===== config.mk =====
export PLATFORM = sky130hd
export DESIGN_NAME = sfm_regs
export DESIGN_NICKNAME = d
export VERILOG_FILES = /design/src/include/sfm_pkg.sv /design/src/design/sfm_regs.sv
export SDC_FILE = /design/constraint.sdc
export NUM_CORES = 1
export LEC_CHECK = 0
export BUFFER_PORTS_ARGS = -buffer_cell sky130_fd_sc_hd__buf_2
export CORE_MARGIN = 2
export CORE_UTILIZATION = 59
export DETAILED_ROUTE_END_ITERATION = 8
export GPL_ROUTABILITY_DRIVEN = 0
export HOLD_SLACK_MARGIN = 0.15
export PLACE_DENSITY = 0.8
export SLEW_MARGIN = 15
export SYNTH_ARGS = -nofsm -noshare
export SYNTH_HDL_FRONTEND = slang
export SYNTH_SLANG_ARGS = --single-unit

===== constraint.sdc =====
create_clock -name core_clk -period 2.9 [get_ports core_clk]
set_input_delay 0.435 -clock core_clk [delete_from_list [all_inputs] [get_ports core_clk]]
set_output_delay 0.435 -clock core_clk [all_outputs]
set_load 0.01 [all_outputs]

===== src/include/sfm_pkg.sv =====
// Purpose: Shared constants and types for the schedule fill and memory read register bank.
// Assumes: Word-wide register port with byte addresses; 40 MHz core clock.
// Notes:   Offsets, field positions, reset values and cycle counts live here only.
package sfm_pkg;

    // ------------------------------------------------------------
    // Register offsets
    // ------------------------------------------------------------
    localparam logic [11:0] SFM_FILL_OFS = 12'h334;
    localparam logic [11:0] SFM_TMO_OFS = 12'h338;
    localparam logic [11:0] SFM_MEM_OFS = 12'h33c;

    // ------------------------------------------------------------
    // Field positions and reset values
    // ------------------------------------------------------------
    localparam int SFM_ASYNC_BIT = 0;
    localparam int SFM_PERIODIC_BIT = 1;
    localparam int SFM_ISO_BIT = 2;
    localparam int SFM_BANK_LSB = 16;
    localparam int SFM_ADDR_LSB = 0;
    localparam logic [2:0] SFM_FILL_RST = 3'h0;
    localparam logic [31:0] SFM_TMO_RST = 32'h0000_0000;
    localparam logic [15:0] SFM_ADDR_RST = 16'h0000;

    // ------------------------------------------------------------
    // Timing: one millisecond in core clock cycles.
    // ------------------------------------------------------------
    localparam int SFM_CLK_KHZ = 40000;
    localparam int SFM_MS_PER_TICK = 1;
    localparam int SFM_CYC_PER_MS = SFM_CLK_KHZ * SFM_MS_PER_TICK;

    // Register access request carried as one bundle.
    typedef struct packed {
        logic wr;
        logic rd;
        logic [11:0] addr;
        logic [31:0] wdata;
    } sfm_req_t;

    // Programmed memory read strobe from the data port.
    typedef struct packed {
        logic rd;
        logic [1:0] bank;
    } sfm_mem_rd_t;

    typedef enum logic [1:0] {
        SFM_IDLE = 2'b00,
        SFM_ASYNC = 2'b01,
        SFM_PERIODIC = 2'b11,
        SFM_ISO = 2'b10
    } sfm_walk_t;

endpackage


===== src/design/sfm_regs.sv =====
// Purpose: Area fill flags, asynchronous done timeout and per-bank memory read pointers.
// Assumes: Synchronous active-high reset; all inputs synchronous to core_clk.
// Notes:   The scheduler proper sits outside; this block tells it which area to walk.
`timescale 1ns/100ps
`default_nettype none

// Summary of operation
// - Async flag set means walk async area.
// - Periodic flag set means walk periodic area.
// - Isochronous flag set means walk isochronous area.
// - Cleared flag skips that area entirely.
// - Walk only valid, non-skipped descriptor headers.
// - 32-bit timeout in ms raises interrupt.
// - Timeout covers completed async descriptors only.
// - Bank pointer latched, increments on each PIO read while dma_active is low.
// - Bits 17:16 select one of four banks.
// - Bank select affects programmed I/O only.
// - Bits 15:0 give the start read address.
module sfm_regs
    import sfm_pkg::*;
#(
    parameter int CYC_PER_MS = SFM_CYC_PER_MS,
    parameter int NUM_BANKS = 4
) (
    input wire logic core_clk,
    input wire logic sys_rst,
    input wire sfm_req_t reg_req,
    output logic [31:0] reg_rdata,
    input wire sfm_mem_rd_t pio_rd,
    input wire logic dma_active,
    output logic [15:0] pio_rd_addr,
    output logic [1:0] pio_rd_bank,
    input wire logic hdr_valid,
    input wire logic hdr_skip,
    input wire logic hdr_next,
    output logic hdr_take,
    output logic [1:0] walk_area,
    input wire logic async_done,
    input wire logic int_enable,
    output logic timeout_irq
);

    // ------------------------------------------------------------
    // Register write decode
    // ------------------------------------------------------------
    function automatic logic hit(input sfm_req_t r, input logic [11:0] ofs);
        return r.addr == ofs;
    endfunction

    logic [2:0] fill_q, fill_d;
    logic [31:0] tmo_q, tmo_d;
    logic [15:0] ptr_q [NUM_BANKS];
    logic [15:0] ptr_d [NUM_BANKS];
    logic [1:0] bank_q, bank_d;

    // Flags and timeout value; reserved bits are dropped so they read zero.
    always_comb begin
        fill_d = fill_q;
        tmo_d = tmo_q;
        if (reg_req.wr && hit(reg_req, SFM_FILL_OFS)) begin
            fill_d = reg_req.wdata[2:0];
        end
        if (reg_req.wr && hit(reg_req, SFM_TMO_OFS)) begin
            tmo_d = reg_req.wdata;
        end
    end

    // Pointers: a write loads the selected bank; a PIO read advances only its own bank.
    // DMA traffic never touches these pointers.
    always_comb begin
        bank_d = bank_q;
        for (int i = 0; i < NUM_BANKS; i++) begin
            ptr_d[i] = ptr_q[i];
        end
        if (pio_rd.rd && !dma_active) begin
            ptr_d[pio_rd.bank] = ptr_q[pio_rd.bank] + 16'h0001;
        end
        // A fresh start address wins over an increment in the same cycle.
        if (reg_req.wr && hit(reg_req, SFM_MEM_OFS)) begin
            bank_d = reg_req.wdata[SFM_BANK_LSB +: 2];
            ptr_d[reg_req.wdata[SFM_BANK_LSB +: 2]] = reg_req.wdata[SFM_ADDR_LSB +: 16];
        end
    end

    always_ff @(posedge core_clk) begin
        if (sys_rst) begin
            fill_q <= SFM_FILL_RST;
            tmo_q <= SFM_TMO_RST;
            bank_q <= 2'h0;
            for (int i = 0; i < NUM_BANKS; i++) begin
                ptr_q[i] <= SFM_ADDR_RST;
            end
        end else begin
            fill_q <= fill_d;
            tmo_q <= tmo_d;
            bank_q <= bank_d;
            for (int i = 0; i < NUM_BANKS; i++) begin
                ptr_q[i] <= ptr_d[i];
            end
        end
    end

    // ------------------------------------------------------------
    // Read-back and PIO address outputs
    // ------------------------------------------------------------
    logic [31:0] rdata_d;
    logic [15:0] addr_d;

    always_comb begin
        rdata_d = 32'h0000_0000;
        if (reg_req.rd) begin
            unique case (reg_req.addr)
                SFM_FILL_OFS: rdata_d = {29'h0, fill_q};
                SFM_TMO_OFS: rdata_d = tmo_q;
                SFM_MEM_OFS: rdata_d = {14'h0, bank_q, ptr_q[bank_q]};
                default: rdata_d = 32'h0000_0000;
            endcase
        end
        addr_d = ptr_d[pio_rd.bank];
    end

    always_ff @(posedge core_clk) begin
        if (sys_rst) begin
            reg_rdata <= 32'h0000_0000;
            pio_rd_addr <= SFM_ADDR_RST;
            pio_rd_bank <= 2'h0;
        end else begin
            reg_rdata <= rdata_d;
            pio_rd_addr <= addr_d;
            pio_rd_bank <= pio_rd.bank;
        end
    end

    // ------------------------------------------------------------
    // Area walk: async, periodic, isochronous in turn, skipping empty areas.
    // ------------------------------------------------------------
    sfm_walk_t walk_q, walk_d;
    logic take_d;

    function automatic sfm_walk_t next_area(input sfm_walk_t cur, input logic [2:0] f);
        sfm_walk_t n;
        n = SFM_IDLE;
        unique case (cur)
            SFM_IDLE: n = f[SFM_ASYNC_BIT] ? SFM_ASYNC : f[SFM_PERIODIC_BIT] ? SFM_PERIODIC :
                          f[SFM_ISO_BIT] ? SFM_ISO : SFM_IDLE;
            SFM_ASYNC: n = f[SFM_PERIODIC_BIT] ? SFM_PERIODIC : f[SFM_ISO_BIT] ? SFM_ISO : SFM_IDLE;
            SFM_PERIODIC: n = f[SFM_ISO_BIT] ? SFM_ISO : SFM_IDLE;
            SFM_ISO: n = SFM_IDLE;
        endcase
        return n;
    endfunction

    // An area whose flag drops mid-walk is abandoned at once.
    always_comb begin
        walk_d = walk_q;
        take_d = 1'b0;
        unique case (walk_q)
            SFM_IDLE: walk_d = next_area(SFM_IDLE, fill_q);
            SFM_ASYNC: if (!fill_q[SFM_ASYNC_BIT] || hdr_next) begin
                walk_d = next_area(SFM_ASYNC, fill_q);
            end
            SFM_PERIODIC: if (!fill_q[SFM_PERIODIC_BIT] || hdr_next) begin
                walk_d = next_area(SFM_PERIODIC, fill_q);
            end
            SFM_ISO: if (!fill_q[SFM_ISO_BIT] || hdr_next) begin
                walk_d = next_area(SFM_ISO, fill_q);
            end
        endcase
        if (walk_q != SFM_IDLE && hdr_valid && !hdr_skip) begin
            take_d = 1'b1;
        end
    end

    always_ff @(posedge core_clk) begin
        if (sys_rst) begin
            walk_q <= SFM_IDLE;
            hdr_take <= 1'b0;
            walk_area <= SFM_IDLE;
        end else begin
            walk_q <= walk_d;
            hdr_take <= take_d;
            walk_area <= walk_d;
        end
    end

    // ------------------------------------------------------------
    // Async done timeout: counts ms from the first unreported completion.
    // A zero timeout disables the timer rather than firing at once.
    // ------------------------------------------------------------
    logic [31:0] cyc_q, cyc_d;
    logic [31:0] ms_q, ms_d;
    logic pend_q, pend_d;
    logic irq_d;

    always_comb begin
        cyc_d = cyc_q;
        ms_d = ms_q;
        pend_d = pend_q | async_done;
        irq_d = 1'b0;
        if (!pend_q || tmo_q == 32'h0000_0000) begin
            cyc_d = 32'h0000_0000;
            ms_d = 32'h0000_0000;
        end else if (cyc_q == 32'(CYC_PER_MS - 1)) begin
            cyc_d = 32'h0000_0000;
            ms_d = ms_q + 32'h0000_0001;
        end else begin
            cyc_d = cyc_q + 32'h0000_0001;
        end
        if (pend_q && tmo_q != 32'h0000_0000 && ms_q == tmo_q) begin
            irq_d = int_enable;
            pend_d = async_done;
            cyc_d = 32'h0000_0000;
            ms_d = 32'h0000_0000;
        end
    end

    always_ff @(posedge core_clk) begin
        if (sys_rst) begin
            cyc_q <= 32'h0000_0000;
            ms_q <= 32'h0000_0000;
            pend_q <= 1'b0;
            timeout_irq <= 1'b0;
        end else begin
            cyc_q <= cyc_d;
            ms_q <= ms_d;
            pend_q <= pend_d;
            timeout_irq <= irq_d;
        end
    end

    // ------------------------------------------------------------
    // Checks
    // ------------------------------------------------------------
    chk_fill_skip: assert property (@(posedge core_clk) disable iff (sys_rst)
        walk_q == SFM_ASYNC && !fill_q[SFM_ASYNC_BIT] |=> walk_q != SFM_ASYNC)
        else $error("async area walked with empty flag");
    chk_async_walk: assert property (@(posedge core_clk) disable iff (sys_rst)
        walk_q == SFM_IDLE && fill_q[SFM_ASYNC_BIT] |=> walk_q == SFM_ASYNC)
        else $error("async area not entered");
    chk_periodic_walk: assert property (@(posedge core_clk) disable iff (sys_rst)
        walk_q == SFM_IDLE && fill_q == 3'h2 |=> walk_q == SFM_PERIODIC)
        else $error("periodic area not entered");
    chk_iso_walk: assert property (@(posedge core_clk) disable iff (sys_rst)
        walk_q == SFM_IDLE && fill_q == 3'h4 |=> walk_q == SFM_ISO)
        else $error("iso area not entered");
    chk_hdr_take: assert property (@(posedge core_clk) disable iff (sys_rst)
        hdr_take |-> $past(hdr_valid) && !$past(hdr_skip) && $past(walk_q) != SFM_IDLE)
        else $error("invalid or skipped header taken");
    chk_tmo_write: assert property (@(posedge core_clk) disable iff (sys_rst)
        reg_req.wr && reg_req.addr == SFM_TMO_OFS |=> tmo_q == $past(reg_req.wdata))
        else $error("timeout value not stored");
    chk_irq_cause: assert property (@(posedge core_clk) disable iff (sys_rst)
        timeout_irq |-> $past(pend_q) && $past(ms_q) == $past(tmo_q) && $past(int_enable))
        else $error("timeout interrupt without async completion");
    chk_ptr_load: assert property (@(posedge core_clk) disable iff (sys_rst)
        reg_req.wr && reg_req.addr == SFM_MEM_OFS |=>
            ptr_q[$past(reg_req.wdata[17:16])] == $past(reg_req.wdata[15:0]))
        else $error("start address not latched");
    chk_ptr_incr: assert property (@(posedge core_clk) disable iff (sys_rst)
        pio_rd.rd && !dma_active && !reg_req.wr |=>
            ptr_q[$past(pio_rd.bank)] == $past(ptr_q[pio_rd.bank]) + 16'h0001)
        else $error("pointer did not advance on read");
    chk_dma_hold: assert property (@(posedge core_clk) disable iff (sys_rst)
        dma_active && pio_rd.rd && !reg_req.wr |=>
            ptr_q[$past(pio_rd.bank)] == $past(ptr_q[pio_rd.bank]))
        else $error("dma moved a pio pointer");

    cov_async: cover property (@(posedge core_clk) disable iff (sys_rst) walk_q == SFM_ASYNC);
    cov_irq: cover property (@(posedge core_clk) disable iff (sys_rst) timeout_irq);
    cov_incr: cover property (@(posedge core_clk) disable iff (sys_rst) pio_rd.rd ##1 pio_rd.rd);

endmodule // sfm_regs

`default_nettype wire


==> metrics.md <==
| Metric | Value |
|---|---|
| Status | `complete, no violations` |
| FMAX | `roughly 390 MHz` |
| Fin area | `~13000 um2` |
| Area added between synthesis and finish | `16.9%` |
| IO buf count | `110` |
| Post-synth EDFFs | `0` |
| Number of global-route vias before repair | `~9700` |
| R2R depth | `7` |
| NetSw | `around 1.5 mW` |
| Overall power | `6.64 mW` |
| Post-synth cell types | `69` |
| Synth area leaders | `dfxtp_1, nor2_1, mux4_2` |
| Post-synth ARST share | `0%` |
| Cell Area, Placed | `approximately 12000 um2` |
| Core area | `around 18000 um2` |
| Placed cell count | `approximately 1600` |
| CP cell instances | `xor2_1 > nor4_1 > nand4_1 > nor2_1 > or4b_1 > or2_1 > nor2_1` |
| TritonCTS buffer count | `24` |
| Comb power frac | `about 6.6%` |
| Hold Fails Final Rpt | `0` |
| CTS H-tree lvls | `1` |
| Final Setup Violations | `0` |
| Worst setup EP type | `register` |
| Crit-path max FO | `32` |
| All-Layer GR Usage | `29.7%` |
| Hold path endpoint | `tmo_q[30]` |
| Synthesized Nets | `roughly 1300` |
| Synth Cell Area | `11000 um2` |
| PnR worst setup slack | `0.305 ns` |
| Leakage power | `approximately 4.9 nW` |
| R2r setup slk | `a little over 0.3 ns` |
| Initial antenna violation count | `1` |
| Share of cells above drive strength 1 | `between 10% and 20%` |
| Postcts setup bufs | `0` |
| First-pass GRT wire length | `about 48 mm` |
| CTS Sinks | `between 200 and 250` |
| Final cycle utilization of the critical path | `89.5%` |
| Final-stage net count | `roughly 1500` |
| PwrDens | `516 nW/um2` |
| YS warnings | `0` |
| Average wire per standard cell | `18.5 um` |
| Syn Area/Cell | `about 8.6 um2` |
| DP Wirelength | `roughly 21 mm` |
| CTS tree | `built` |
| R2R Path End | `cyc_q[20]` |
| DR vias | `10000` |
| Post-route insts no fill | `~1600` |
| Final ANT Viol Nets | `0` |
| Slowest Stage Delay on Critical Path | `0.84 ns` |
| Launching point of the worst reg2reg path | `tmo_q[30]` |
| Sw Share | `22.8%` |
| RSZ-0062 raised after global routing | `no` |
| HP Class | `input port to register` |
| Die W | `between 100 and 150 um` |
| Root Driver | `clkbuf_16` |
| Maxcap violations | `0` |
| Hold slack | `between 0.15 and 0.2 ns` |
| Least-Margin Pin Slew | `between 1 and 1.5 ns` |
| Clk_skew | `0.0111 ns` |
| Worst slew margin | `between 20% and 30%` |
| Post-synthesis sequential element count | `around 220` |
| Initial Util | `about three fifths` |
| Final setup TNS | `0 ns` |
| Max clock buf depth | `3` |
| DRT iter0 DRCs | `850` |
| Cell Int Power | `about 5 mW` |
| I/O Pins | `111` |
| Worst Hold Launch | `reg_req[30]` |
| Post-layout util | `between 70 and 80%` |
| WS Path Type | `register to register` |
| Crit path time final | `2.60 ns` |
| Die H | `~140 um` |
| Drt first pass iters | `5` |
| Pre-CTS WS | `approximately 0.043 ns` |
| Clock latency on the worst-skew pair | `around 0.53 ns` |
| Yosys top cell area share | `approximately two fifths` |
| CP Data Required Time | `3.26 ns` |
| Crit-path most repeated cell | `nor2_1` |
| Sequential Power Share | `46.9%` |
| # DRC | `0` |
| Main flop type after synthesis | `dfxtp_1` |
| Largest net degree at the start of global routing | `47` |
| Cell row count | `49` |
| VDD IR max | `about 0.40 mV` |
| Critical Path AT | `2.96 ns` |
| Min-Delay Path Depth | `3` |
| CP Launch Type | `register` |
| Clock share of power | `a little under half` |
| Grt total ovfl | `0` |
| Sequential area share after synthesis | `about two fifths` |
| Drt total wl | `30.2 mm` |
| Max Slew Vio Count | `0` |
| Area leader, netlist | `dfxtp_1` |
| Synth Instances | `1285` |
| Clock transition at path regs | `0.06 ns` |
| Die ar. | `around 20000 um2` |
| CP max-delay cell | `or2_1` |
| Number of vias per cell | `6.12` |
==> power by group through the flow <==
stage / logic (mW) / clock network, mW / registers [mW]
2_1_floorplan: 0.266 / 0 / 3.18
3_3_place_gp: 0.408 / 0 / 3.18
3_5_place_dp: 0.418 / 0 / 3.18
4_1_cts: 0.430 / 3.12 / 3.12
5_1_grt: 0.473 / 3.25 / 3.12
6_report: 0.439 / 3.09 / 3.12
==> sequential cells by signal (all words and copies together) (netlist names), named ones only <==
signal       count
bank_q           2
cyc_q           32
fill_q           3
hdr_take         1
ms_q            32
pend_q           1
pio_rd_addr     16
pio_rd_bank      2
ptr_q           64
reg_rdata       32
timeout_irq      1
tmo_q           32
walk_q           2
==> how the worst max path moves through the flow <==
stage               from         endpoint  slack, ns  cells past startpoint
2_1_floorplan  pio_rd[0]   pio_rd_addr[2]       0.38                      8
3_3_place_gp   pio_rd[0]  pio_rd_addr[12]       0.14                      9
3_5_place_dp   pio_rd[0]  pio_rd_addr[12]       0.04                      9
4_1_cts        tmo_q[13]        cyc_q[20]       0.33                      7
5_1_grt         cyc_q[0]         ms_q[26]       0.09                      8
6_report       tmo_q[30]        cyc_q[20]       0.30                      7
==> final cells by class <==
cell class / count / area [um2]
clock buffers: 35 / 702
fillers: 1394 / 5270
repair buffers: 164 / 1080
multi-input cells: 965 / 6210
inverters: 13 / 48.8
clock inverters: 8 / 104
flip-flops and latches: 222 / 4440
diodes: 1 / 2.50
well taps: 229 / 287
==> repair_timing <==
| action | in CTS | in global routing |
|---|---|---|
| gates resized for setup | 0 | 0 |
| hold buffers | 9 | 0 |
| hold endpoints to repair | 9 | 0 |
==> cells in the final DEF (no fill, tap or decap), drive strengths merged, types with 30 or more instances in the layout <==
| master | n |
|---|---|
| a211oi | 30 |
| a21oi | 102 |
| buf | 155 |
| clkbuf | 35 |
| dfxtp | 222 |
| mux2i | 45 |
| mux4 | 34 |
| nand2 | 164 |
| nor2 | 223 |
| xnor2 | 36 |
| xor2 | 65 |
==> Yosys cell counts (7+ instances only) <==
library cell / instances
nor2_1: 223
a211oi_1: 28
o21ai_0: 13
xnor2_1: 36
dfxtp_1: 222
nand4_1: 19
nor3_1: 20
mux2i_1: 45
nand3_1: 25
buf_1: 7
o22ai_1: 13
and4_1: 7
clkbuf_1: 61
nand2_1: 164
a211o_1: 11
buf_2: 12
xor2_1: 65
mux4_2: 34
a31oi_1: 9
a21oi_1: 102
inv_1: 11
and2_1: 22
nor4_1: 25
and3_1: 17
==> cells by family after synthesis <==
kind of cell               after synthesis  share of synthesized area, %
adders and majority gates                4                         0.431
muxes                                   79                          11.0
DFF                                    222                          40.3
buffers and inverters                   98                          3.63
AOI/OAI and AO/OA                      208                          11.8
and+or+nand+nor                        573                          24.8
xor gates and xnor gates               101                          8.03
==> routing by layer <==
metal	track usage, %	part of all wire [%]	vias to the layer above
li1	-	-	4712
met1	36.7	40	4688
met2	50.4	47	489
met3	5.33	7.7	126
met4	14.7	4.4	0
met5	0	0	-
==> critical path: cells and delay by family (launching register included) <==
kind / cells / cell delay [ns]
AND/OR/NAND/NOR: 6 / 1.88
flip-flops: 1 / 0.35
XOR/XNOR: 1 / 0.19
Note: power is estimated with default switching activity, not from simulation.
